[src/logic/rpbu_pkg.sv]
package rpbu_pkg;

  // ************************************************************
  // Register map and reset values
  // ************************************************************
  localparam logic [15:0] RPBU_ADDR_SLOT0 = 16'hFF38;
  localparam logic [15:0] RPBU_ADDR_SLOT1 = 16'hFF3A;
  localparam logic [15:0] RPBU_ADDR_CTRL = 16'hFF8A;
  localparam logic [15:0] RPBU_SLOT_RESET = 16'h0000;
  localparam logic [7:0] RPBU_CTRL_RESET = 8'h00;

  // ************************************************************
  // Control register fields
  // ************************************************************
  localparam int RPBU_BIT_FLAG0 = 0;
  localparam int RPBU_BIT_EN0 = 1;
  localparam int RPBU_BIT_FLAG1 = 2;
  localparam int RPBU_BIT_EN1 = 3;

  // ************************************************************
  // Branch target
  // ************************************************************
  localparam logic [15:0] RPBU_BRANCH_TARGET = 16'hF7FD;

  // ************************************************************
  // Access sizes
  // ************************************************************
  typedef enum logic [1:0] {
    RPBU_ACC_BIT = 2'b00,
    RPBU_ACC_BYTE = 2'b01,
    RPBU_ACC_WORD = 2'b10
  } rpbu_acc_t;

endpackage

[src/logic/rpbu_rom_patch.sv]
// Notes on behaviour
// - Two independent patch address slots.
// - Patch addresses accessed as 16-bit words.
// - Reset clears both patch addresses.
// - Enabled address match requests branch to F7FDH.
// - Match sets slot flag, bits 0 and 2.
// - Enable bits 1 and 3 gate matching.
// - Control register takes bit and byte writes.
// - Reset clears the control register.
// - Flag bits ignore byte write data.
`timescale 1ns/1ps
`default_nettype none

module rpbu_rom_patch
  import rpbu_pkg::*;
(
  input wire logic clk,
  input wire logic rst,
  input wire logic fetch_valid,
  input wire logic [15:0] fetch_addr,
  output logic branch_req,
  output logic [15:0] branch_addr,
  input wire logic reg_wr,
  input wire logic reg_rd,
  input wire rpbu_acc_t reg_size,
  input wire logic [15:0] reg_addr,
  input wire logic [2:0] reg_bit,
  input wire logic [15:0] reg_wdata,
  output logic [15:0] reg_rdata,
  output logic reg_hit
);

  // ************************************************************
  // Storage
  // ************************************************************
  logic [15:0] patch_address_slot0;
  logic [15:0] patch_address_slot1;
  logic slot0_enable;
  logic slot1_enable;
  logic slot0_match_flag;
  logic slot1_match_flag;
  logic [1:0] match;
  logic wr_slot0;
  logic wr_slot1;
  logic wr_ctrl_byte;
  logic wr_ctrl_bit;
  logic [7:0] ctrl_view;

  assign ctrl_view = {4'h0, slot1_enable, slot1_match_flag,
                      slot0_enable, slot0_match_flag};

  // ************************************************************
  // Helpers
  // ************************************************************
  // One compare for every write strobe keeps the size check beside the address
  // check, so a wrong-size write can never slip into a register.
  function automatic logic rpbu_sel(input logic strobe,
                                    input rpbu_acc_t size,
                                    input rpbu_acc_t want,
                                    input logic [15:0] addr,
                                    input logic [15:0] place);
    return strobe && size == want && addr == place;
  endfunction

  // Both slots share this compare, so they cannot drift apart.
  function automatic logic rpbu_match(input logic valid,
                                      input logic enable,
                                      input logic [15:0] addr,
                                      input logic [15:0] place);
    return valid && enable && addr == place;
  endfunction

  // ************************************************************
  // Decode
  // ************************************************************
  assign wr_slot0 = rpbu_sel(reg_wr, reg_size, RPBU_ACC_WORD, reg_addr,
                             RPBU_ADDR_SLOT0);
  assign wr_slot1 = rpbu_sel(reg_wr, reg_size, RPBU_ACC_WORD, reg_addr,
                             RPBU_ADDR_SLOT1);
  assign wr_ctrl_byte = rpbu_sel(reg_wr, reg_size, RPBU_ACC_BYTE, reg_addr,
                                 RPBU_ADDR_CTRL);
  assign wr_ctrl_bit = rpbu_sel(reg_wr, reg_size, RPBU_ACC_BIT, reg_addr,
                                RPBU_ADDR_CTRL);

  // ************************************************************
  // Comparator
  // ************************************************************
  // The compare is combinational so the branch lands on the same fetch.
  assign match[0] = rpbu_match(fetch_valid, slot0_enable, fetch_addr,
                               patch_address_slot0);
  assign match[1] = rpbu_match(fetch_valid, slot1_enable, fetch_addr,
                               patch_address_slot1);
  assign branch_req = |match;
  assign branch_addr = RPBU_BRANCH_TARGET;

  // ************************************************************
  // Patch address registers
  // ************************************************************
  always_ff @(posedge clk or posedge rst) begin
    if (rst) begin
      patch_address_slot0 <= RPBU_SLOT_RESET;
      patch_address_slot1 <= RPBU_SLOT_RESET;
    end else begin
      if (wr_slot0) begin
        patch_address_slot0 <= reg_wdata;
      end
      if (wr_slot1) begin
        patch_address_slot1 <= reg_wdata;
      end
    end
  end

  // ************************************************************
  // Enable bits
  // ************************************************************
  always_ff @(posedge clk or posedge rst) begin
    if (rst) begin
      slot0_enable <= 1'b0;
      slot1_enable <= 1'b0;
    end else if (wr_ctrl_byte) begin
      slot0_enable <= reg_wdata[RPBU_BIT_EN0];
      slot1_enable <= reg_wdata[RPBU_BIT_EN1];
    end else if (wr_ctrl_bit) begin
      if (reg_bit == 3'(RPBU_BIT_EN0)) begin
        slot0_enable <= reg_wdata[0];
      end
      if (reg_bit == 3'(RPBU_BIT_EN1)) begin
        slot1_enable <= reg_wdata[0];
      end
    end
  end

  // ************************************************************
  // Match flags
  // ************************************************************
  // A byte write never touches a flag; only a bit write of zero clears
  // one, so patch handlers can test and clear a single slot. A match
  // in the same cycle as the clear keeps the flag set.
  always_ff @(posedge clk or posedge rst) begin
    if (rst) begin
      slot0_match_flag <= 1'b0;
      slot1_match_flag <= 1'b0;
    end else begin
      if (match[0]) begin
        slot0_match_flag <= 1'b1;
      end else if (wr_ctrl_bit && reg_bit == 3'(RPBU_BIT_FLAG0) &&
                   !reg_wdata[0]) begin
        slot0_match_flag <= 1'b0;
      end
      if (match[1]) begin
        slot1_match_flag <= 1'b1;
      end else if (wr_ctrl_bit && reg_bit == 3'(RPBU_BIT_FLAG1) &&
                   !reg_wdata[0]) begin
        slot1_match_flag <= 1'b0;
      end
    end
  end

  // ************************************************************
  // Read path
  // ************************************************************
  always_ff @(posedge clk or posedge rst) begin
    if (rst) begin
      reg_rdata <= 16'h0000;
      reg_hit <= 1'b0;
    end else begin
      reg_rdata <= 16'h0000;
      reg_hit <= 1'b0;
      if (reg_rd) begin
        if (reg_addr == RPBU_ADDR_SLOT0) begin
          reg_rdata <= patch_address_slot0;
          reg_hit <= 1'b1;
        end else if (reg_addr == RPBU_ADDR_SLOT1) begin
          reg_rdata <= patch_address_slot1;
          reg_hit <= 1'b1;
        end else if (reg_addr == RPBU_ADDR_CTRL) begin
          if (reg_size == RPBU_ACC_BIT) begin
            reg_rdata <= {15'h0, ctrl_view[reg_bit]};
          end else begin
            reg_rdata <= {8'h00, ctrl_view};
          end
          reg_hit <= 1'b1;
        end
      end
    end
  end

  // ************************************************************
  // Checks
  // ************************************************************
  a_branch_on_match: assert property (@(posedge clk) disable iff (rst)
    (fetch_valid && slot0_enable && fetch_addr == patch_address_slot0)
    |-> branch_req && branch_addr == 16'hF7FD)
    else $error("Enabled slot 0 match gave no branch.");
  a_disabled_no_branch: assert property (@(posedge clk) disable iff (rst)
    (!slot0_enable && !slot1_enable) |-> !branch_req)
    else $error("Branch raised with both slots disabled.");
  a_flag_sets: assert property (@(posedge clk) disable iff (rst)
    match[1] |=> slot1_match_flag)
    else $error("Slot 1 flag not set after match.");
  a_flag_byte_safe: assert property (@(posedge clk) disable iff (rst)
    (wr_ctrl_byte && slot0_match_flag) |=> slot0_match_flag)
    else $error("Byte write changed slot 0 flag.");
  a_flag_sticky: assert property (@(posedge clk) disable iff (rst)
    (slot0_match_flag && !wr_ctrl_bit) |=> slot0_match_flag)
    else $error("Slot 0 flag dropped without a clear.");
  a_enable_byte: assert property (@(posedge clk) disable iff (rst)
    wr_ctrl_byte |=> slot1_enable == $past(reg_wdata[3]))
    else $error("Byte write missed slot 1 enable.");
  a_addr_load: assert property (@(posedge clk) disable iff (rst)
    wr_slot1 |=> patch_address_slot1 == $past(reg_wdata))
    else $error("Slot 1 address not loaded.");
  a_reset_clear: assert property (@(posedge clk)
    $fell(rst) |-> patch_address_slot0 == 16'h0000
    && ctrl_view == 8'h00)
    else $error("State not cleared by reset.");
  a_reset_slot1: assert property (@(posedge clk)
    $fell(rst) |-> patch_address_slot1 == RPBU_SLOT_RESET)
    else $error("Slot 1 address not cleared by reset.");

  // ************************************************************
  // Branch and flag checks
  // ************************************************************
  a_branch_slot1: assert property (@(posedge clk) disable iff (rst)
    (fetch_valid && slot1_enable && fetch_addr == patch_address_slot1)
    |-> branch_req && branch_addr == RPBU_BRANCH_TARGET)
    else $error("Enabled slot 1 match gave no branch.");
  a_branch_needs_fetch: assert property (@(posedge clk) disable iff (rst)
    !fetch_valid |-> !branch_req)
    else $error("Branch raised without a fetch.");
  a_branch_needs_hit: assert property (@(posedge clk) disable iff (rst)
    branch_req |-> fetch_valid &&
    ((slot0_enable && fetch_addr == patch_address_slot0) ||
     (slot1_enable && fetch_addr == patch_address_slot1)))
    else $error("Branch raised without an enabled match.");
  a_flag0_sets: assert property (@(posedge clk) disable iff (rst)
    match[0] |=> slot0_match_flag)
    else $error("Slot 0 flag not set after match.");
  a_flag1_byte_safe: assert property (@(posedge clk) disable iff (rst)
    (wr_ctrl_byte && !match[1])
    |=> slot1_match_flag == $past(slot1_match_flag))
    else $error("Byte write changed slot 1 flag.");
  a_flag1_sticky: assert property (@(posedge clk) disable iff (rst)
    (slot1_match_flag && !wr_ctrl_bit) |=> slot1_match_flag)
    else $error("Slot 1 flag dropped without a clear.");
  a_flag0_clear: assert property (@(posedge clk) disable iff (rst)
    (wr_ctrl_bit && reg_bit == 3'(RPBU_BIT_FLAG0) && !reg_wdata[0] &&
     !match[0]) |=> !slot0_match_flag)
    else $error("Slot 0 flag not cleared by bit write.");
  a_flag0_no_write: assert property (@(posedge clk) disable iff (rst)
    (!slot0_match_flag && !match[0]) |=> !slot0_match_flag)
    else $error("Slot 0 flag set by software.");

  // ************************************************************
  // Register access checks, then match and flag covers
  // ************************************************************
  a_enable0_byte: assert property (@(posedge clk) disable iff (rst)
    wr_ctrl_byte |=> slot0_enable == $past(reg_wdata[1]))
    else $error("Byte write missed slot 0 enable.");
  a_enable_bit: assert property (@(posedge clk) disable iff (rst)
    (wr_ctrl_bit && reg_bit == 3'(RPBU_BIT_EN1))
    |=> slot1_enable == $past(reg_wdata[0]))
    else $error("Bit write missed slot 1 enable.");
  a_addr0_load: assert property (@(posedge clk) disable iff (rst)
    wr_slot0 |=> patch_address_slot0 == $past(reg_wdata))
    else $error("Slot 0 address not loaded.");
  a_addr0_hold: assert property (@(posedge clk) disable iff (rst)
    !wr_slot0 |=> $stable(patch_address_slot0))
    else $error("Slot 0 address changed without a word write.");
  a_read_slot0: assert property (@(posedge clk) disable iff (rst)
    (reg_rd && reg_addr == RPBU_ADDR_SLOT0)
    |=> reg_hit && reg_rdata == $past(patch_address_slot0))
    else $error("Slot 0 read returned wrong data.");
  a_read_idle: assert property (@(posedge clk) disable iff (rst)
    !reg_rd |=> !reg_hit && reg_rdata == 16'h0000)
    else $error("Read data shown without a read.");
  a_ctrl_upper: assert property (@(posedge clk) disable iff (rst)
    (reg_rd && reg_addr == RPBU_ADDR_CTRL && reg_size == RPBU_ACC_BYTE)
    |=> reg_rdata[15:4] == 12'h000)
    else $error("Unused control bits read nonzero.");
  c_slot0_fire: cover property (@(posedge clk) disable iff (rst)
    match[0]);
  c_slot1_fire: cover property (@(posedge clk) disable iff (rst)
    match[1]);
  c_flag_cleared: cover property (@(posedge clk) disable iff (rst)
    $fell(slot0_match_flag));
  c_both_flags: cover property (@(posedge clk) disable iff (rst)
    slot0_match_flag && slot1_match_flag);

endmodule

`default_nettype wire

[config.mk]
export PLATFORM = sky130hd
export DESIGN_NAME = rpbu_rom_patch
export DESIGN_NICKNAME = d
export VERILOG_FILES = /design/src/logic/rpbu_pkg.sv /design/src/logic/rpbu_rom_patch.sv
export SDC_FILE = /design/constraint.sdc
export NUM_CORES = 1
export LEC_CHECK = 0
export BUFFER_PORTS_ARGS = -buffer_cell sky130_fd_sc_hd__buf_4
export CORE_ASPECT_RATIO = 1.75
export CORE_MARGIN = 3
export CORE_UTILIZATION = 40
export CTS_CLUSTER_SIZE = 8
export DETAILED_ROUTE_END_ITERATION = 10
export HOLD_SLACK_MARGIN = 0.15
export PLACE_DENSITY = 0.72
export SKIP_CTS_REPAIR_TIMING = 1
export SYNTH_ARGS = -nofsm -noshare
export SYNTH_HDL_FRONTEND = slang
export SYNTH_SLANG_ARGS = --single-unit
[constraint.sdc]
create_clock -name clk -period 1.35 [get_ports clk]
set_input_delay 0.0675 -clock clk [delete_from_list [all_inputs] [get_ports clk]]
set_output_delay 0.0675 -clock clk [all_outputs]
set_load 0.1 [all_outputs]
After elaboration in Yosys (flattened, before gate mapping) --
Index checks and enable logic that the tools add are counted.
Word-level totals: input port bits 58, word-level logic and storage cells 66, output and inout bits 34, flip-flop bits (word level) 53
Cells by class: equality and inequality tests 10, reduce and logical (&&, ||, !) cells 26, magnitude comparators 1, muxes and demuxes 21
Operator list (count):
- 16-bit equality test (second input constant) | 3
- 16-bit two-way mux | 3
- 16-bit equality test | 2
- 1-bit logical AND | 15
- 1-bit two-way mux | 15
- 2-bit nonzero test | 5
- 4-bit two-way mux | 2
- 3-bit by 2-bit equality test with 1-bit output (second input constant) | 2
- 3-bit by 4-bit less-than comparator with 1-bit output (second input constant) | 1
- 2-bit AND reduction | 2
- 1-bit binary-select mux with 3-bit select | 1
- 3-bit by 1-bit equality test with 1-bit output (second input constant) | 1
- 3-bit logical NOT | 1
- 2-bit by 1-bit equality test with 1-bit output (second input constant) | 1
- 2-bit equality test (second input constant) | 1
- 2-bit logical NOT | 1
- 2-bit OR reduction | 1
- 1-bit logical NOT | 1

Logic depth before layout (Yosys ltp) --
Gate-level depths: netlist of run 1.
depth in word-level cells 7, depth in mapped cells 6, gate-level depth less buffers 4

Worst setup path after synthesis of run 1 --
Ideal clock, no wire load.
path type register to output, start register patch_address_slot0[11], end output branch_req, data arrival time 2.634 ns, data required time 1.283 ns, cell stages (with the launch flop) 5, path slack -1.351 ns, path buffers 0, path through dfrtp_1 xnor2_1 nand4_1 or4_1 o22ai_1
On the way: cells in the longest elaborated chain, start to end 3
Ends and longest elaborated chain:
- from (decl) | RTL line rpbu_rom_patch.sv:36 | logic [15:0] patch_address_slot0;
- from (signal assigned) | RTL line rpbu_rom_patch.sv:105 | patch_address_slot0 <= reg_wdata;
- 16-bit equality test | RTL line rpbu_rom_patch.sv:70 | return valid && enable && addr == place;
- 1-bit logical AND | RTL line rpbu_rom_patch.sv:70
- 2-bit OR reduction | RTL line rpbu_rom_patch.sv:93 | assign branch_req = |match;
- to (decl) | RTL line rpbu_rom_patch.sv:21 | output logic branch_req,
Every way passes these cells.

Worst setup path in the final report of run 1 --
start register patch_address_slot1[2], end output branch_req
On the way: cells in the longest elaborated chain, start to end 3
Ends and longest elaborated chain:
- from (decl) | RTL line rpbu_rom_patch.sv:37 | logic [15:0] patch_address_slot1;
- from (signal assigned) | RTL line rpbu_rom_patch.sv:108 | patch_address_slot1 <= reg_wdata;
- 16-bit equality test | RTL line rpbu_rom_patch.sv:70
- 1-bit logical AND | RTL line rpbu_rom_patch.sv:70
- 2-bit OR reduction | RTL line rpbu_rom_patch.sv:93
Every way passes these cells.

==> results of run 1 <==
final timing paths:
path	depth (start not counted)	startpoint	slack, ns	end
min	3	reg_bit[1]	0.17	slot1_match_flag
max reg2reg	4	patch_address_slot0[11]	-0.13	slot0_match_flag
max in group asynchronous	4	rst	0.68	patch_address_slot0[10]
min reg2reg	1	patch_address_slot0[8]	0.55	reg_rdata[8]
max	5	patch_address_slot1[2]	-0.70	branch_req
min in group asynchronous	3	rst	0.26	reg_rdata[4]
metal layers:
layer | vias up | track usage [%] | routed length, um
li1 | 1136 | - | -
met4 | 0 | 8.87 | 285
met3 | 19 | 3.76 | 432
met2 | 94 | 35.6 | 4900
met5 | - | 0 | 0
met1 | 1199 | 18.6 | 3100
flip-flops by register name, summed over array words and instances, names as in the netlist:
name                 count
slot1_match_flag         1
patch_address_slot1     16
reg_rdata               16
slot1_enable             1
reg_hit                  1
slot0_match_flag         1
slot0_enable             1
patch_address_slot0     16
layout make-up:
cell class | instances | area [sq um]
flip-flops and latches | 53 | 1330
multi-input cells | 166 | 1600
fillers | 521 | 2340
clock buffers | 7 | 143
well taps | 84 | 105
clock inverters | 1 | 30.0
repair buffers | 160 | 1330
inverters | 6 | 26.3
worst max-delay path, cell delays in order, from the launching register on:
cell and delay (ns):
dfrtp_1 0.40, xnor2_1 0.20, nand4_1 0.11, or4_4 0.55, o22ai_4 0.23, buf_12 0.20
cell families after synthesis:
family          count (synthesis)
other cells                     2
compound gates                 35
xor+xnor                       32
mux                            34
flops                          53
simple gates                   48
buf+inv                        29
Yosys cell counts (2+ instances only):
cell type,n,share of area [%]
nand3_1,5,0.88
mux2_1,4,1.6
buf_6,2,0.79
o21bai_1,2,0.53
clkbuf_1,2,0.26
mux2_4,10,5.3
buf_2,3,0.53
o21ai_0,2,0.35
nand2b_1,5,1.1
inv_1,6,0.79
o31ai_1,3,0.79
o41ai_1,2,0.62
a31oi_1,2,0.44
nand4_1,8,1.8
buf_4,16,4.2
xnor2_1,32,9.9
nor2_1,4,0.53
a21oi_1,7,1.2
dfrtp_1,53,47
conb_1,2,0.26
nor4_1,3,0.66
a22o_1,12,3.7
mux2_2,19,7.5
nand3b_1,3,0.79
or4_1,3,0.79
nor3_1,4,0.70
per-stage QoR:
step / cells / TNS [ns] / hold WS [ns] / setup WS (ns) / util [%]
after floorplan: 247 / -17.20 / 0.129 / -0.532 / -
after global placement: 444 / -22.94 / 0.00841 / -0.577 / 57.2
after detailed placement: 444 / -23.24 / 0.0126 / -0.589 / 57.2
after CTS: 452 / -10.08 / -0.301 / -0.835 / 59.7
after global routing: 477 / -10.57 / 0.175 / -0.752 / 66.1
final: 477 / -9.19 / 0.165 / -0.700 / 66.1
report_power, final:
| group | switching, W | total, W | internal (W) |
|---|---|---|---|
| logic | 0.000382 | 0.000632 | 0.000250 |
| clock network | 0.000568 | 0.00150 | 0.000927 |
| registers | 0.0000000929 | 0.00159 | 0.00159 |
| total | 0.000950 | 0.00371 | 0.00276 |
==> qor.txt, run 1 <==
Initial Utilization = 41.1%
critical path required time = 1.28 ns
final hold vios = 0
I/O pin cnt = 92
fin nets = 450
fmax = 488 MHz
RSZ-0062 raised after global routing = true
Non-Filler Cell Area, Final = 0.00456 sq mm
row cnt = 40
Clock Tree Root = clkbuf_16
total wire length = 8710 um
first-iteration detailed-routing DRC count = 95
clock slew at reported path FFs = 0.07 ns
I/O Buffers = 75
TritonCTS Buffers = 5
Post-synth ARST share = 100%
fin worst setup slack = -0.700 ns
via count = 2448
wire per inst = 18.3 um
Final Wtd Congestion = 0.805
Worst setup SP type = register
largest net degree at the start of global routing = 25
CTS tree = done
Synth Area in Adders = 0%
Tcrit/Tclk final = 152%
initial antenna violation count = 0
remaining global-route overflow = 0
CP Max Fanout = 2
static leakage = 2.25 nW
CTS H-Tree Depth = 2
placed instance area = 0.00395 sq mm
min cycle time layout = 2.05 ns
Die ar. = 0.00819 sq mm
Post-Synth XOR/XNOR Area = 9.86%
routed vias/inst = 5.13
Final setup viols = 47
CTS max path bufs = 2
CTS sink count = 53
Area Overhead vs Synth = 60.5%
status = finished, violations left
Critical Path AT = 1.98 ns
most frequent cells in the layout = 131 x buf_4, 53 x dfrtp_1, 31 x mux2_4, 23 x xnor2_1, 18 x dlygate4sd3_1
number of max-cap violations = 0
Slew Viols, Final = 0
Netlist Area Pre-Place = 0.00284 sq mm
GRT Total Usage = 18.6%
DP Wirelength = 5870 um
failing checks = negative setup slack
Worst Skew = 0.00439 ns
multiplexer area fraction after synthesis = 14.8%
die height = 117 um
Ys Warns = 0
ys flop type = dfrtp_1
antenna-violating nets left = 0
die width = 69.7 um
cells after synthesis = 233
Syn Area/Cell = 12.2 sq um
Design Power = 0.00371 W
global-route wire length before repair = 11900 um
Pre-Repair DR Iteration Count = 4
number of diodes = 0
sequential share of the synthesized area = 46.7%
PD cells = 814 mW/mm^2
Synth Area in Compound Gates = 9.16%
core box area = 0.00691 sq mm
Max IR drop VDD = 0.903 mV
Setup crit end kind = primary output
Crit Path Category = reg -> out
number of global-route vias before repair = 2497
count of cell types in the netlist = 45
most common cell after layout, fill and taps aside = buf_4
count of flip-flops with a built-in enable after synthesis = 0
simple-gate share of the synthesized area = 12.7%
number of remaining DRC errors = 0
worst hold path class = in -> reg
Synth Register Bits = 53
share of layout cells above drive strength 1 = 52.4%
worst skew pair latency = 0.30 ns
largest family of logic cells by synthesized area = multiplexers
Power figures use the tool's default switching activity.
==> run 2, diff against run 1 <==
--- a/config.mk
+++ b/config.mk
@@ -9,6 +9,7 @@
 export CORE_ASPECT_RATIO = 1.75
 export CORE_MARGIN = 3
 export CORE_UTILIZATION = 40
+export CTS_BUF_LIST = sky130_fd_sc_hd__clkbuf_16
 export CTS_CLUSTER_SIZE = 8
 export DETAILED_ROUTE_END_ITERATION = 10
 export HOLD_SLACK_MARGIN = 0.15
==> qor.txt, run 2 (synthesis results as in run 1) <==
status = finished, violations left
failing checks = negative setup slack
total wire length = 8650 um (-0.68%)
global-route wire length before repair = 11900 um (unchanged)
CTS tree = done
GRT Total Usage = 18.6% (unchanged)
die height = 117 um (unchanged)
Multi-input gate area = 0.00160 sq mm (unchanged)
RSZ-0062 raised after global routing = true
antenna-violating nets left = 0 (unchanged)
first-iteration detailed-routing DRC count = 82 (-14%)
worst skew pair latency = 0.29 ns (about the same)
wire per inst = 18.1 um (-0.68%)
die width = 69.7 um (unchanged)
min cycle time layout = 2.05 ns (-0.00217 ns)
CTS sink count = 53 (unchanged)
dpl cells = 444 (unchanged)
number of max-cap violations = 0 (unchanged)
clock slew at reported path FFs = 0.07 ns (about the same)
Tcrit/Tclk final = 152% (-0.16 points)
Layout Cells excl Fill = 477 (unchanged)
most frequent cells in the layout = 131 x buf_4, 53 x dfrtp_1, 31 x mux2_4, 23 x xnor2_1, 18 x dlygate4sd3_1
share of layout cells above drive strength 1 = 52.2% (-0.25 points)
row cnt = 40 (unchanged)
most common cell after layout, fill and taps aside = buf_4
filler cell count = 525 (+0.77%)
Slew Viols, Final = 0 (unchanged)
CTS H-Tree Depth = 2 (unchanged)
I/O Buffers = 75 (unchanged)
fin worst setup slack = -0.697 ns (+0.00217 ns)
fmax = 488 MHz (+0.11%)
Initial Utilization = 41.1% (unchanged)
worst path buffer plus inverter count = 1 (unchanged)
TritonCTS Buffers = 5 (unchanged)
Area Overhead vs Synth = 60.2%
Worst setup SP type = register
Final setup viols = 47 (unchanged)
critical path required time = 1.28 ns (about the same)
Pre-Repair DR Iteration Count = 4 (unchanged)
Worst Skew = 0.00529 ns (+0.000901 ns)
Final Wtd Congestion = 0.805 (unchanged)
crit-path leading delay family = simple AND/OR/NAND/NOR gates
worst stage delay on the critical path = 0.55 ns (about the same)
number of remaining DRC errors = 0 (unchanged)
critical path's slowest cell = or4_4
DP Wirelength = 5870 um (unchanged)
worst hold path class = in -> reg
Setup crit end kind = primary output
Clock Tree Root = clkbuf_16
crit-path cells = xnor2_1 -> nand4_1 -> or4_4 -> o22ai_4 -> buf_12
final hold vios = 0 (unchanged)
static leakage = 2.25 nW (about the same)
via count = 2454 (+0.25%)
routed vias/inst = 5.14 (+0.25%)
Critical Path AT = 1.98 ns (about the same)
fin nets = 450 (unchanged)
Max IR drop VDD = 0.897 mV (-0.68%)
number of global-route vias before repair = 2498 (+0.040%)
CTS max path bufs = 2 (unchanged)
PD cells = 802 mW/mm^2 (-1.6%)
initial antenna violation count = 0 (unchanged)
final core utilization = 65.9% (-0.14 points)
Die ar. = 0.00819 sq mm (unchanged)
Crit Path Category = reg -> out
largest net degree at the start of global routing = 25 (unchanged)
CP Max Fanout = 2 (unchanged)
largest registers = patch_address_slot0: 16 flops, patch_address_slot1: 16 flops, reg_rdata: 16 flops
I/O pin cnt = 92 (unchanged)
core box area = 0.00691 sq mm (unchanged)
flip-flop and latch area = 0.00133 sq mm (unchanged)
number of diodes = 0 (unchanged)
remaining global-route overflow = 0 (unchanged)
## run 2: changes by cell type in the layout (fill, tap and decap cells not counted), sizes merged
cell and delta:
clkinv +1, clkbuf -2, inv +1
## run 2: worst paths after layout
| path | from | end | slack, ns | cells after the start |
|---|---|---|---|---|
| max in group asynchronous | rst | patch_address_slot0[10] | 0.67 | 4 |
| worst min-delay path | reg_bit[1] | slot1_match_flag | 0.17 | 3 |
| min in group asynchronous | rst | reg_rdata[4] | 0.26 | 3 |
| worst min register to register | patch_address_slot0[8] | reg_rdata[8] | 0.55 | 1 |
| worst max-delay path | patch_address_slot1[2] | branch_req | -0.70 | 5 |
| worst max register to register | patch_address_slot0[1] | slot0_match_flag | -0.13 | 4 |
## run 2: per-layer routing
layer,track usage [%],vias to the layer above,wire [um]
li1,-,1138,-
met1,18.6,1210,3100
met2,35.6,89,4880
met3,3.76,17,426
met4,8.87,0,243
met5,0,-,0
## run 2: cell type report
class	instances	area share [%]
multi-input combinational	166	35.2
timing repair buffer	160	29.2
sequential	53	29.1
clock buffer	5	2.75
tap	84	2.31
clock inverter	3	0.825
inverter	6	0.577
## run 2: worst min-delay path, stage by stage
cell	delay (ns)
buf_4	0.14
nand4_1	0.10
o2bb2ai_1	0.12
## run 2: power breakdown
group / internal, W / switching, W / leakage [nW]
Combinational: 0.000250 / 0.000381 / 1.43
Sequential: 0.00159 / 0.0000000922 / 0.736
Clock: 0.000863 / 0.000567 / 0.0826
## run 2: metrics by stage
stage	hold WS, ns	total power (W)	setup TNS (ns)	cell area [sq um]	setup WS (ns)
after floorplan	0.129	0.00197	-17.20	2970	-0.532
after global placement	0.00841	0.00218	-22.94	3950	-0.577
after detailed placement	0.0126	0.00218	-23.24	3950	-0.589
after CTS	-0.301	0.00360	-10.10	4110	-0.835
after global routing	0.175	0.00377	-10.60	4550	-0.752
final	0.169	0.00365	-9.15	4550	-0.697
